===== config.mk =====
export PLATFORM = sky130hd
export DESIGN_NAME = cim_top
export DESIGN_NICKNAME = d
export VERILOG_FILES = /design/src/shared/cim_pkg.sv /design/src/logic/cim_top.sv /design/src/logic/cim_route.sv
export VERILOG_INCLUDE_DIRS = /design/src /design/src/shared
export SDC_FILE = /design/constraint.sdc
export NUM_CORES = 1
export LEC_CHECK = 0
export ABC_CLOCK_PERIOD_IN_PS = 3200
export BUFFER_PORTS_ARGS = -buffer_cell sky130_fd_sc_hd__buf_4
export CORE_ASPECT_RATIO = 0.8
export CORE_UTILIZATION = 40
export DETAILED_ROUTE_END_ITERATION = 6
export PLACE_DENSITY = 0.69
export SYNTH_ARGS = -nofsm -noshare
export SYNTH_HDL_FRONTEND = slang
export SYNTH_SLANG_ARGS = --single-unit
export TNS_END_PERCENT = 20

===== constraint.sdc =====
create_clock -name clock_in -period 3.2 [get_ports clock_in]
set_input_delay 0 -clock clock_in [delete_from_list [all_inputs] [get_ports clock_in]]
set_output_delay 0 -clock clock_in [all_outputs]
set_load 0.02 [all_outputs]

===== src/shared/cim_map.svh =====
// Register offsets, field positions and reset values of the channel input matrix.
`ifndef CIM_MAP_SVH
`define CIM_MAP_SVH

// ****************************************************************
// Register byte offsets
// ****************************************************************
`define CIM_OFS_CHAN_ON 8'h00
`define CIM_OFS_INPUT_CFG 8'h04
`define CIM_OFS_HW_CFG 8'h08
`define CIM_OFS_DIAG_SEL 8'h0c
`define CIM_OFS_STATUS 8'h10
`define CIM_OFS_FAULT 8'h14

// ****************************************************************
// Field positions
// ****************************************************************
`define CIM_CHAN_ON_W 6
`define CIM_BIT_ASSIGN_SEL 0
`define CIM_BIT_COMBINE_SEL 1
`define CIM_BIT_COMPAT_DIAG 2
`define CIM_LED_W 2
`define CIM_DIAG_W 3
`define CIM_STAT_INV_LSB 8
`define CIM_STAT_SENSE_LSB 12

// ****************************************************************
// Reset values and decodes
// ****************************************************************
`define CIM_RST_CHAN_ON 6'h00
`define CIM_RST_LED 2'h0
`define CIM_RST_DIAG_SEL 3'h0
`define CIM_DIAG_EXT0 3'h4
`define CIM_DIAG_EXT1 3'h5

`endif


===== src/shared/cim_pkg.sv =====
// Types shared by the channel input matrix modules.
package cim_pkg;

  typedef enum logic {
    CIM_DIRECT = 1'b0,
    CIM_ASSIGNED = 1'b1
  } cim_drive_mode_t;

  typedef enum logic {
    CIM_COMBINE_OR = 1'b0,
    CIM_COMBINE_GATE = 1'b1
  } cim_combine_t;

endpackage


===== src/logic/cim_top.sv =====
// Channel input matrix: APB registers, routing, protection masking and driver outputs.
//
// Summary of operation
// RULE1: Channel on via register bit or pin.
// RULE2: Reset leaves direct mode, assign-select clear.
// RULE3: Assign-select set means assigned mode.
// RULE4: Combine zero: register bit OR pin.
// RULE5: Combine one: register bit AND pin.
// RULE6: Pins act in every operating mode.
// RULE7: Direct mode: channel 0, drivers register-only.
// RULE8: Direct: pins 1-3 drive channels 1-3.
// RULE9: Assigned: pin1 ch0, pin2 ch1, pin3 rest.
// RULE10: Inverse current holds state, sets no fault.
// RULE11: Inverse current blocks protection shutdown.
// RULE12: LED mode bits for channels 2, 3.
// RULE13: Each driver: drive and diag-enable output.
// RULE14: Driver outputs rest low when idle.
// RULE15: Drivers on by bits or assigned pin3.
// RULE16: PWM gate also drives external drivers.
// RULE17: Diag selector can pick either driver.
// RULE18: Compat mode: enable and select lines.
// RULE19: Code 100 enable only; 101 both.
// RULE20: Open pin reads low, never switches.
// RULE21: Four output channels, numbered 0 to 3.
// RULE22: Decision re-evaluated every clock cycle.
`timescale 1ns/100ps
`include "cim_map.svh"
module cim_top (
  input wire logic clock_in,
  input wire logic arst_n_in,
  input wire logic [7:0] paddr_in,
  input wire logic psel_in,
  input wire logic penable_in,
  input wire logic pwrite_in,
  input wire logic [31:0] pwdata_in,
  output logic [31:0] prdata_out,
  output logic pready_out,
  output logic pslverr_out,
  input wire logic input_pin_1_in,
  input wire logic input_pin_2_in,
  input wire logic input_pin_3_in,
  input wire logic [3:0] inverse_current_in,
  input wire logic [3:0] overtemp_in,
  input wire logic [3:0] overcurrent_in,
  input wire logic [5:0] pwm_gate_in,
  output logic [3:0] channel_on_out,
  output logic [1:0] ext_drive_output_out,
  output logic [1:0] ext_diag_enable_output_out,
  output logic [1:0] led_mode_bits_out,
  output logic [2:0] sense_select_out
);

  // ****************************************************************
  // Reset release
  // ****************************************************************
  logic rst_meta_q;
  logic rst_n;

  always_ff @(posedge clock_in or negedge arst_n_in) begin
    if (!arst_n_in) begin
      rst_meta_q <= 1'b0;
      rst_n <= 1'b0;
    end else begin
      rst_meta_q <= 1'b1;
      rst_n <= rst_meta_q;
    end
  end

  // ****************************************************************
  // Input pin synchroniser
  // ****************************************************************
  // Two stages so a pin edge never reaches the routing half-settled.
  logic [3:1] pin_meta_q;
  logic [3:1] pin_sync_q;

  always_ff @(posedge clock_in or negedge rst_n) begin
    if (!rst_n) begin
      pin_meta_q <= 3'h0;
      pin_sync_q <= 3'h0;
    end else begin
      pin_meta_q <= {input_pin_3_in, input_pin_2_in, input_pin_1_in}; // RULE6 RULE20
      pin_sync_q <= pin_meta_q;
    end
  end

  // ****************************************************************
  // Configuration registers
  // ****************************************************************
  logic [5:0] channel_on_bits_q;
  cim_pkg::cim_drive_mode_t input_assign_select_q;
  cim_pkg::cim_combine_t input_combine_select_q;
  logic compat_diag_mode_q;
  logic [1:0] led_mode_bits_q;
  logic [2:0] diag_source_select_q;
  logic [3:0] fault_q;
  logic [3:0] ch_q;
  logic [1:0] ext_q;

  logic wr_en;
  logic rd_en;
  logic addr_ok;

  function automatic logic reg_hit(input logic [7:0] addr);
    logic hit;
    hit = 1'b0;
    case (addr)
      `CIM_OFS_CHAN_ON, `CIM_OFS_INPUT_CFG, `CIM_OFS_HW_CFG,
      `CIM_OFS_DIAG_SEL, `CIM_OFS_STATUS, `CIM_OFS_FAULT: begin
        hit = 1'b1;
      end
      default: begin
        hit = 1'b0;
      end
    endcase
    return hit;
  endfunction

  // A write or read takes effect only at the edge that returns pready.
  assign addr_ok = reg_hit(paddr_in);
  assign wr_en = psel_in & penable_in & ~pready_out & pwrite_in & addr_ok;
  assign rd_en = psel_in & penable_in & ~pready_out & ~pwrite_in;

  always_ff @(posedge clock_in or negedge rst_n) begin
    if (!rst_n) begin
      channel_on_bits_q <= `CIM_RST_CHAN_ON;
    end else if (wr_en && paddr_in == `CIM_OFS_CHAN_ON) begin
      channel_on_bits_q <= pwdata_in[`CIM_CHAN_ON_W-1:0]; // RULE1 RULE21
    end
  end

  always_ff @(posedge clock_in or negedge rst_n) begin
    if (!rst_n) begin
      input_assign_select_q <= cim_pkg::CIM_DIRECT; // RULE2
      input_combine_select_q <= cim_pkg::CIM_COMBINE_OR;
      compat_diag_mode_q <= 1'b0;
    end else if (wr_en && paddr_in == `CIM_OFS_INPUT_CFG) begin
      input_assign_select_q <= cim_pkg::cim_drive_mode_t'(pwdata_in[`CIM_BIT_ASSIGN_SEL]); // RULE3
      input_combine_select_q <= cim_pkg::cim_combine_t'(pwdata_in[`CIM_BIT_COMBINE_SEL]);
      compat_diag_mode_q <= pwdata_in[`CIM_BIT_COMPAT_DIAG];
    end
  end

  always_ff @(posedge clock_in or negedge rst_n) begin
    if (!rst_n) begin
      led_mode_bits_q <= `CIM_RST_LED;
    end else if (wr_en && paddr_in == `CIM_OFS_HW_CFG) begin
      led_mode_bits_q <= pwdata_in[`CIM_LED_W-1:0]; // RULE12
    end
  end

  always_ff @(posedge clock_in or negedge rst_n) begin
    if (!rst_n) begin
      diag_source_select_q <= `CIM_RST_DIAG_SEL;
    end else if (wr_en && paddr_in == `CIM_OFS_DIAG_SEL) begin
      diag_source_select_q <= pwdata_in[`CIM_DIAG_W-1:0]; // RULE17
    end
  end

  // ****************************************************************
  // Protection faults
  // ****************************************************************
  // Sticky, cleared by writing one; a new fault in the clearing cycle wins.
  logic [3:0] fault_set;
  logic [3:0] fault_clr;

  assign fault_set = (overtemp_in | overcurrent_in) & ~inverse_current_in; // RULE10 RULE11
  assign fault_clr = (wr_en && paddr_in == `CIM_OFS_FAULT) ? pwdata_in[3:0] : 4'h0;

  always_ff @(posedge clock_in or negedge rst_n) begin
    if (!rst_n) begin
      fault_q <= 4'h0;
    end else begin
      fault_q <= (fault_q & ~fault_clr) | fault_set;
    end
  end

  // ****************************************************************
  // Channel and driver decision
  // ****************************************************************
  logic [5:0] route_on;

  cim_route u_route (
    .channel_on_bits_in(channel_on_bits_q),
    .pin_in(pin_sync_q),
    .mode_in(input_assign_select_q),
    .combine_in(input_combine_select_q),
    .route_on_out(route_on)
  );

  // A channel under inverse current keeps its state; the load may look
  // faulty then, so its fault latch must not switch it off either.
  genvar c;
  generate
    for (c = 0; c < 4; c++) begin : g_chan
      always_ff @(posedge clock_in or negedge rst_n) begin
        if (!rst_n) begin
          ch_q[c] <= 1'b0;
        end else if (inverse_current_in[c]) begin
          ch_q[c] <= ch_q[c]; // RULE10
        end else begin
          ch_q[c] <= route_on[c] & pwm_gate_in[c] & ~fault_q[c]; // RULE22 RULE11
        end
      end
    end
  endgenerate

  always_ff @(posedge clock_in or negedge rst_n) begin
    if (!rst_n) begin
      ext_q <= 2'h0; // RULE14
    end else begin
      ext_q <= route_on[5:4] & pwm_gate_in[5:4]; // RULE15 RULE16 RULE13
    end
  end

  // ****************************************************************
  // Diagnosis enable outputs
  // ****************************************************************
  logic [1:0] diag_en_d;
  logic [1:0] diag_en_q;

  always_comb begin
    diag_en_d = 2'h0;
    if (compat_diag_mode_q) begin
      if (diag_source_select_q == `CIM_DIAG_EXT0) begin
        diag_en_d = 2'b01; // RULE18 RULE19
      end else if (diag_source_select_q == `CIM_DIAG_EXT1) begin
        diag_en_d = 2'b11; // RULE19
      end
    end else begin
      diag_en_d[0] = (diag_source_select_q == `CIM_DIAG_EXT0); // RULE17
      diag_en_d[1] = (diag_source_select_q == `CIM_DIAG_EXT1);
    end
  end

  always_ff @(posedge clock_in or negedge rst_n) begin
    if (!rst_n) begin
      diag_en_q <= 2'h0; // RULE14
    end else begin
      diag_en_q <= diag_en_d;
    end
  end

  // ****************************************************************
  // APB answer
  // ****************************************************************
  logic [31:0] rd_word;

  always_comb begin
    rd_word = 32'h0000_0000;
    case (paddr_in)
      `CIM_OFS_CHAN_ON: begin
        rd_word[5:0] = channel_on_bits_q;
      end
      `CIM_OFS_INPUT_CFG: begin
        rd_word[`CIM_BIT_ASSIGN_SEL] = input_assign_select_q;
        rd_word[`CIM_BIT_COMBINE_SEL] = input_combine_select_q;
        rd_word[`CIM_BIT_COMPAT_DIAG] = compat_diag_mode_q;
      end
      `CIM_OFS_HW_CFG: begin
        rd_word[1:0] = led_mode_bits_q;
      end
      `CIM_OFS_DIAG_SEL: begin
        rd_word[2:0] = diag_source_select_q;
      end
      `CIM_OFS_STATUS: begin
        rd_word[5:0] = {ext_q, ch_q};
        rd_word[`CIM_STAT_INV_LSB+3:`CIM_STAT_INV_LSB] = inverse_current_in;
        rd_word[`CIM_STAT_SENSE_LSB+1:`CIM_STAT_SENSE_LSB] = diag_en_q;
      end
      `CIM_OFS_FAULT: begin
        rd_word[3:0] = fault_q;
      end
      default: begin
        rd_word = 32'h0000_0000;
      end
    endcase
  end

  // One wait state: pready rises on the second access cycle.
  always_ff @(posedge clock_in or negedge rst_n) begin
    if (!rst_n) begin
      pready_out <= 1'b0;
      pslverr_out <= 1'b0;
      prdata_out <= 32'h0000_0000;
    end else begin
      pready_out <= psel_in & penable_in & ~pready_out;
      pslverr_out <= psel_in & penable_in & ~pready_out & ~addr_ok;
      if (rd_en) begin
        prdata_out <= rd_word;
      end
    end
  end

  // ****************************************************************
  // Outputs
  // ****************************************************************
  always_ff @(posedge clock_in or negedge rst_n) begin
    if (!rst_n) begin
      led_mode_bits_out <= `CIM_RST_LED;
      sense_select_out <= `CIM_RST_DIAG_SEL;
    end else begin
      led_mode_bits_out <= led_mode_bits_q; // RULE12
      sense_select_out <= diag_source_select_q; // RULE17
    end
  end

  assign channel_on_out = ch_q;
  assign ext_drive_output_out = ext_q;
  assign ext_diag_enable_output_out = diag_en_q;
endmodule


===== src/logic/cim_route.sv =====
// Input-to-channel routing and register/pin combining for the channel input matrix.
`timescale 1ns/100ps
module cim_route (
  input wire logic [5:0] channel_on_bits_in,
  input wire logic [3:1] pin_in,
  input wire cim_pkg::cim_drive_mode_t mode_in,
  input wire cim_pkg::cim_combine_t combine_in,
  output logic [5:0] route_on_out
);

  // Index 0 means no pin drives this output in the given mode.
  function automatic logic [1:0] pin_for(input int unsigned idx,
                                         input cim_pkg::cim_drive_mode_t mode);
    logic [1:0] sel;
    sel = 2'd0;
    if (mode == cim_pkg::CIM_DIRECT) begin
      if (idx >= 1 && idx <= 3) begin
        sel = 2'(idx); // RULE8
      end
    end else begin
      if (idx == 0) begin
        sel = 2'd1; // RULE9
      end else if (idx == 1) begin
        sel = 2'd2; // RULE9
      end else begin
        sel = 2'd3; // RULE9 RULE15
      end
    end
    return sel;
  endfunction

  function automatic logic pin_level(input logic [1:0] sel, input logic [3:1] pins);
    logic lvl;
    lvl = 1'b0;
    if (sel != 2'd0) begin
      lvl = pins[sel];
    end
    return lvl;
  endfunction

  genvar g;
  generate
    for (g = 0; g < 6; g++) begin : g_route
      logic [1:0] sel;
      assign sel = pin_for(g, mode_in);
      always_comb begin
        if (sel == 2'd0) begin
          route_on_out[g] = channel_on_bits_in[g]; // RULE7
        end else if (combine_in == cim_pkg::CIM_COMBINE_OR) begin
          route_on_out[g] = channel_on_bits_in[g] | pin_level(sel, pin_in); // RULE4 RULE1
        end else begin
          route_on_out[g] = channel_on_bits_in[g] & pin_level(sel, pin_in); // RULE5
        end
      end
    end
  endgenerate

endmodule


**Word level (Yosys, flattened, before mapping)**

Cells that the tools add are included.

- Bits in registers: 53
- Bits in latches: 0
- Memory bits (writable): 0
- Memory bits (read-only): 0
- Output and inout port bits: 47
- Memories kept: 0

- Add/sub/neg operators: 0
- Multiply operators: 0
- Divide/modulo/power cells: 0
- $lt $le $gt $ge: 4
- Equal/unequal tests: 7
- Shifts and indexed selects: 0
- Mux-type cells: 55
- Bitwise gates (word level): 40
- Reductions and logical operators: 15

Operator list:

| cell | count |
|---|---|
| two-way mux 1 bit | 40 |
| AND 1 bit | 20 |
| == test 8 x 4 -> 1 bit (second input constant) | 2 |
| == test 8 x 5 -> 1 bit (second input constant) | 2 |
| case mux 2 bit (6 select lines) | 1 |
| two-way mux 2 bit | 5 |
| < comparator 2 x 3 -> 1 bit (second input constant) | 3 |
| AND 4 bit | 2 |
| binary-select mux 1 bit (select 2 bit) | 4 |
| == test 8 x 3 -> 1 bit (second input constant) | 1 |
| zero test 2 bit | 4 |
| zero test 8 bit | 1 |
| inverter 4 bit | 2 |
| bitwise OR 4 bit | 2 |
| nonzero test 2 bit | 4 |
| inverter 1 bit | 7 |
| == test 3 bit (second input constant) | 2 |
| two-way mux 6 bit | 1 |
| bitwise OR 1 bit | 6 |
| OR reduction 6 bit | 1 |
| logical AND 1 bit | 5 |
| case mux 1 bit (5 select lines) | 1 |
| two-way mux 4 bit | 1 |
| case mux 2 bit (2 select lines) | 1 |
| 3 further kinds | 3 |

**Logic depth before layout (Yosys ltp)**

- Depth after elaboration: 11
- Depth in mapped cells: 5
- Depth with buffers taken out: 4

**By module**

A second synthesis with hierarchy kept.

- Cell total of the unflattened synthesis: 197
- Area total of the unflattened synthesis: 2371.0 um^2

By module, submodules not included:

| module | times used | cells an instance | area each (um^2) | sequential area each (um^2) |
|---|---|---|---|---|
| cim_top | 1 | 179 | 2250.9 | 1326.3 |
| cim_route | 1 | 18 | 120.1 | 0.0 |

**Worst setup path before layout**

Ideal clock, no wire load.

- Path kind: flip-flop to flip-flop
- Start: register pready_out
- End: register diag_source_select_q[0]
- Library setup time: 0.125 ns
- Arrival: 1.419 ns
- Data required time: 3.075 ns
- Path slack: 1.656 ns
- Cell stages (with the launch flop): 5
- Buffers on the path: 0
- Cell sequence: dfrtp_1 nand3b_1 nor3_2 nand4_1 mux2_2

- Longest elaborated chain between the ends: 5

RTL lines:

| element | RTL line | RTL |
|---|---|---|
| start: declaration | cim_top.sv:37 | `output logic pready_out,` |
| start signal: assignment | cim_top.sv:286 | `pready_out <= psel_in & penable_in & ~pready_out;` |
| inverter 1 bit | cim_top.sv:120 | `assign wr_en = psel_in & penable_in & ~pready_out & pwrite_in & addr_ok;` |
| AND 1 bit (3 in a row) | cim_top.sv:120 |  |
| logical AND 1 bit (no source line) | - |  |
| end signal: assignment | cim_top.sv:153 | `` diag_source_select_q <= `CIM_RST_DIAG_SEL; `` |
| end signal: assignment | cim_top.sv:155 | `` diag_source_select_q <= pwdata_in[`CIM_DIAG_W-1:0]; `` |
| end: declaration | cim_top.sv:94 | `logic [2:0] diag_source_select_q;` |

Every way passes these cells.
A chain may end at the register's enable or synchronous reset.

**Worst setup path in the final report**

- Start: input port paddr_in[1]
- End: register fault_q[1]

- Longest elaborated chain between the ends: 9
- Elaborated cells on any way between the ends: 14
- Those cells by class: eq/ne (5); mux (2); bitwise (4); reduce/logical (3)

RTL lines:

| element | RTL line | RTL |
|---|---|---|
| start: declaration | cim_top.sv:31 | `input wire logic [7:0] paddr_in,` |
| == test 8 x 3 -> 1 bit, or another cell as far along | cim_top.sv:106 | `case (addr)` |
| OR reduction 6 bit | cim_top.sv:106 |  |
| two-way mux 1 bit | cim_top.sv:106 |  |
| AND 1 bit | cim_top.sv:120 |  |
| logical AND 1 bit (no source line) (*) | - |  |
| two-way mux 4 bit (*) | cim_top.sv:167 | `` assign fault_clr = (wr_en && paddr_in == `CIM_OFS_FAULT) ? pwdata_in[3:0] : 4'h0; `` |
| inverter 4 bit (*) | cim_top.sv:173 | `fault_q <= (fault_q & ~fault_clr) \| fault_set;` |
| AND 4 bit (*) | cim_top.sv:173 |  |
| bitwise OR 4 bit (*) | cim_top.sv:173 |  |
| end signal: assignment | cim_top.sv:173 |  |
| end: declaration | cim_top.sv:95 | `logic [3:0] fault_q;` |

Every way passes the cells marked *; elsewhere a longest branch is shown, timed or not.

==> out/results.ini <==
[status]
outcome=finished clean

[worst_setup_path]
worstSetupStartpoint=paddr_in[1]
crit_arrival_ps=2690
worst_r2r_endpoint=fault_q[1]
timing_worst_setup_path_type=in2reg
setup.worst_path.start_class=input pin
crit_path_max_fanout=4
rr_worst_depth=5
crit_end=fault_q[1]
cp.required_ps=3390
ff2ff_setup_slack_ps=800
timing.rr.start=pready_out
critical_path.endpoint_type=flop

[logic_synthesis]
cell_count_after_synthesis=201
synth_cell_types=38
synth_largest_type_area_fraction_pct=55.0
netlist_area_sq_um=2410
yosysTopAreaCell=sky130_fd_sc_hd__dfrtp_1
synth_top_cells_by_area=sky130_fd_sc_hd__dfrtp_1 (55%), sky130_fd_sc_hd__mux2_2 (8.4%), sky130_fd_sc_hd__buf_4 (6.2%)
synthesis.yosys.warnings=0
yosysSeqAreaShare_pct=55.0
synth.ff_latch_count=53
postSynthAreaPerCell_sq_um=12.0

[sta]
skew_ps=5.08
finalHoldViolCount=0
grt_setup_unrepaired=no
max-slew-margin-rel_pct=26.8
tns_ps=0
final_min_period_over_clock_period_pct=78.0
setup_viol_count_final=0
fmax_mhz=401
tightest_slew_ps=1100
slew_violations=0
final_period_minus_worst_setup_slack_ps=2500

[min_path]
min-delay-start=paddr_in[0]
min-delay-path-class=in2reg

[die]
floorplan.die_area_sq_um=6340
core_region_area_sq_um=5620
placement_rows=24
start_util_pct=42.9
floorplan.die.height_microns=71.4
floorplan.io_pins=113
die_width_microns=88.8

[clock_tree]
cts_buf_count=5
cts.sink_count=53
cts_root_buffer=sky130_fd_sc_hd__clkbuf_8
clockBufferDepth=2
clock_insertion_delay_at_the_later_pin_of_the_skew_report_ps=310
cts_resized=0
cts.reportedPaths.clkPinSlew_ps=90
number_of_levels_the_h_tree_was_split_into=2
clock_tree_from_tritoncts=yes

[pwr]
power.density_cell_area_nw_per_um2=368
design_power_total_mw=1.20
maximum_vdd_drop_mv=0.248
cellLeakagePower_nw=1.56

[routing]
totalWireLength_mm=5.30
detailedRoute.firstIterationViolations=76
drt_wl_cell_microns=14.2
routed-via-count=1781
drc=0
detail_route.vias_per_cell=4.77
first_pass_iters=4
detail-route-antenna-nets=0

[finish]
drive_gt1_share_pct=32.9
mostFrequentLayoutCell=sky130_fd_sc_hd__buf_4
finish.net_count=360
antenna_cells_inserted=0
syn2layout_area_growth_pct=34.7
stdcell_count=373
layout.cells.most_common_list=sky130_fd_sc_hd__buf_4 (66), sky130_fd_sc_hd__dfrtp_1 (52), sky130_fd_sc_hd__dlygate4sd3_1 (26)

[global_route]
first_pass_grt_wire_length_mm=8.64
maximum_number_of_pins_on_one_net_before_global_route_repair=52
total_global_routing_track_utilization_pct=18.4
grt_met2_usage_pct=27.0
grt.met3_usage_pct=3.92
grt_antenna_before_repair=0
grt.busiest_layer=met2
global_route.overflow_total=0
groute.layer.met1.usage_pct=26.7
first_global_vias=1805

[job]
drv_cap=0

[placed_design]
placer_congestion=0.838
hpwl_mm=3.86
dpl.cell_count=339
place.port_buffers=66

worst min-delay path by stage:
stage | depth (start not counted) | endpoint
finish | 4 | prdata_out[2]
floorplan | 0 | rst_meta_q
CTS | 4 | prdata_out[2]
global route | 4 | prdata_out[2]
detailed placement | 1 | rst_meta_q
global placement | 1 | rst_meta_q
per-stage QoR:
step,hold slack (ps),util (%),area (sq um),setup WS (ps)
floorplan,-296,-,2480,1620
global placement,-218,51.7,2900,1290
finish,7.06,57.8,3250,703
CTS,0.631,57.8,3250,672
global route,59.6,57.8,3250,539
detailed placement,-217,51.7,2900,1340
layout make-up:
cell class | instances | area (sq um)
fillers | 512 | 2370
well taps | 78 | 97.6
inverters | 3 | 11.3
multi-input cells | 139 | 972
clock inverters | 1 | 7.51
repair buffers | 92 | 756
clock buffers | 7 | 76.3
flip-flops and latches | 53 | 1330
critical path, stage by stage:
cell                            delay (ps)
sky130_fd_sc_hd__dlygate4sd3_1         540
sky130_fd_sc_hd__buf_4                 150
sky130_fd_sc_hd__or3b_1                400
sky130_fd_sc_hd__nor4_1                730
sky130_fd_sc_hd__nand2_1               150
sky130_fd_sc_hd__o2bb2ai_1             150
sky130_fd_sc_hd__dlygate4sd3_1         550
state kept, by name (all words and copies together) (netlist names):
name	count
channel_on_bits_q	6
channel_on_out	4
compat_diag_mode_q	1
diag_source_select_q	3
ext_diag_enable_output_out	2
ext_drive_output_out	2
fault_q	4
input_assign_select_q	1
input_combine_select_q	1
led_mode_bits_out	2
led_mode_bits_q	2
pin_meta_q	3
pin_sync_q	3
prdata_out	12
pready_out	1
pslverr_out	1
rst_meta_q	1
rst_n	1
sense_select_out	3
synthesized netlist by cell type:
master	n
sky130_fd_sc_hd__mux2i_1	7
sky130_fd_sc_hd__and3b_1	1
sky130_fd_sc_hd__buf_2	3
sky130_fd_sc_hd__a22oi_1	2
sky130_fd_sc_hd__or3b_1	1
sky130_fd_sc_hd__nor2_1	11
sky130_fd_sc_hd__o2bb2ai_1	5
sky130_fd_sc_hd__conb_1	2
sky130_fd_sc_hd__nand2_2	1
sky130_fd_sc_hd__nand3b_1	3
sky130_fd_sc_hd__nor4_1	1
sky130_fd_sc_hd__maj3_1	3
sky130_fd_sc_hd__nor4b_4	1
sky130_fd_sc_hd__buf_4	20
sky130_fd_sc_hd__nand4_1	3
sky130_fd_sc_hd__and3_1	1
sky130_fd_sc_hd__nand2_1	18
sky130_fd_sc_hd__o31a_1	1
sky130_fd_sc_hd__nand2b_1	1
sky130_fd_sc_hd__nand3_1	1
sky130_fd_sc_hd__o21ai_0	9
sky130_fd_sc_hd__a21boi_0	2
sky130_fd_sc_hd__nor2b_1	5
sky130_fd_sc_hd__a32o_1	4
sky130_fd_sc_hd__nor3_4	1
sky130_fd_sc_hd__nor3_2	1
sky130_fd_sc_hd__mux4_2	1
sky130_fd_sc_hd__mux2_2	18
sky130_fd_sc_hd__nand4b_1	1
sky130_fd_sc_hd__a21oi_1	3
sky130_fd_sc_hd__a22o_1	6
sky130_fd_sc_hd__or3_4	1
sky130_fd_sc_hd__nor3_1	3
sky130_fd_sc_hd__clkbuf_1	2
sky130_fd_sc_hd__nand4bb_1	1
sky130_fd_sc_hd__inv_1	3
sky130_fd_sc_hd__dfrtp_1	53
sky130_fd_sc_hd__nor3b_1	1
power breakdown:
part           internal [mW]  total (mW)  switching, mW  leakage (nW)
logic                 0.0673       0.134         0.0670         0.825
registers              0.678       0.694         0.0164         0.698
clock network          0.155       0.367          0.211        0.0385
repair_timing:
item,in CTS,in global routing
setup buffers,0,0
hold buffers,26,0
endpoints found under the hold margin,34,0
per-layer routing:
metal | part of all wire [%] | vias up
li1 | - | 856
met4 | 0.98 | 0
met3 | 7.0 | 8
met1 | 48 | 851
met2 | 44 | 66
met5 | 0 | -
cells by family after synthesis:
kind of cell | synth area share, %
flip-flops | 55.0
multiplexers | 12.2
AND/OR/NAND/NOR | 13.8
buffers and inverters | 7.63
AO/OA/AOI/OAI | 9.76
other | 0.311
adder cells (fa/ha/maj) | 1.25
No activity file was read; power rests on OpenSTA's default activity.
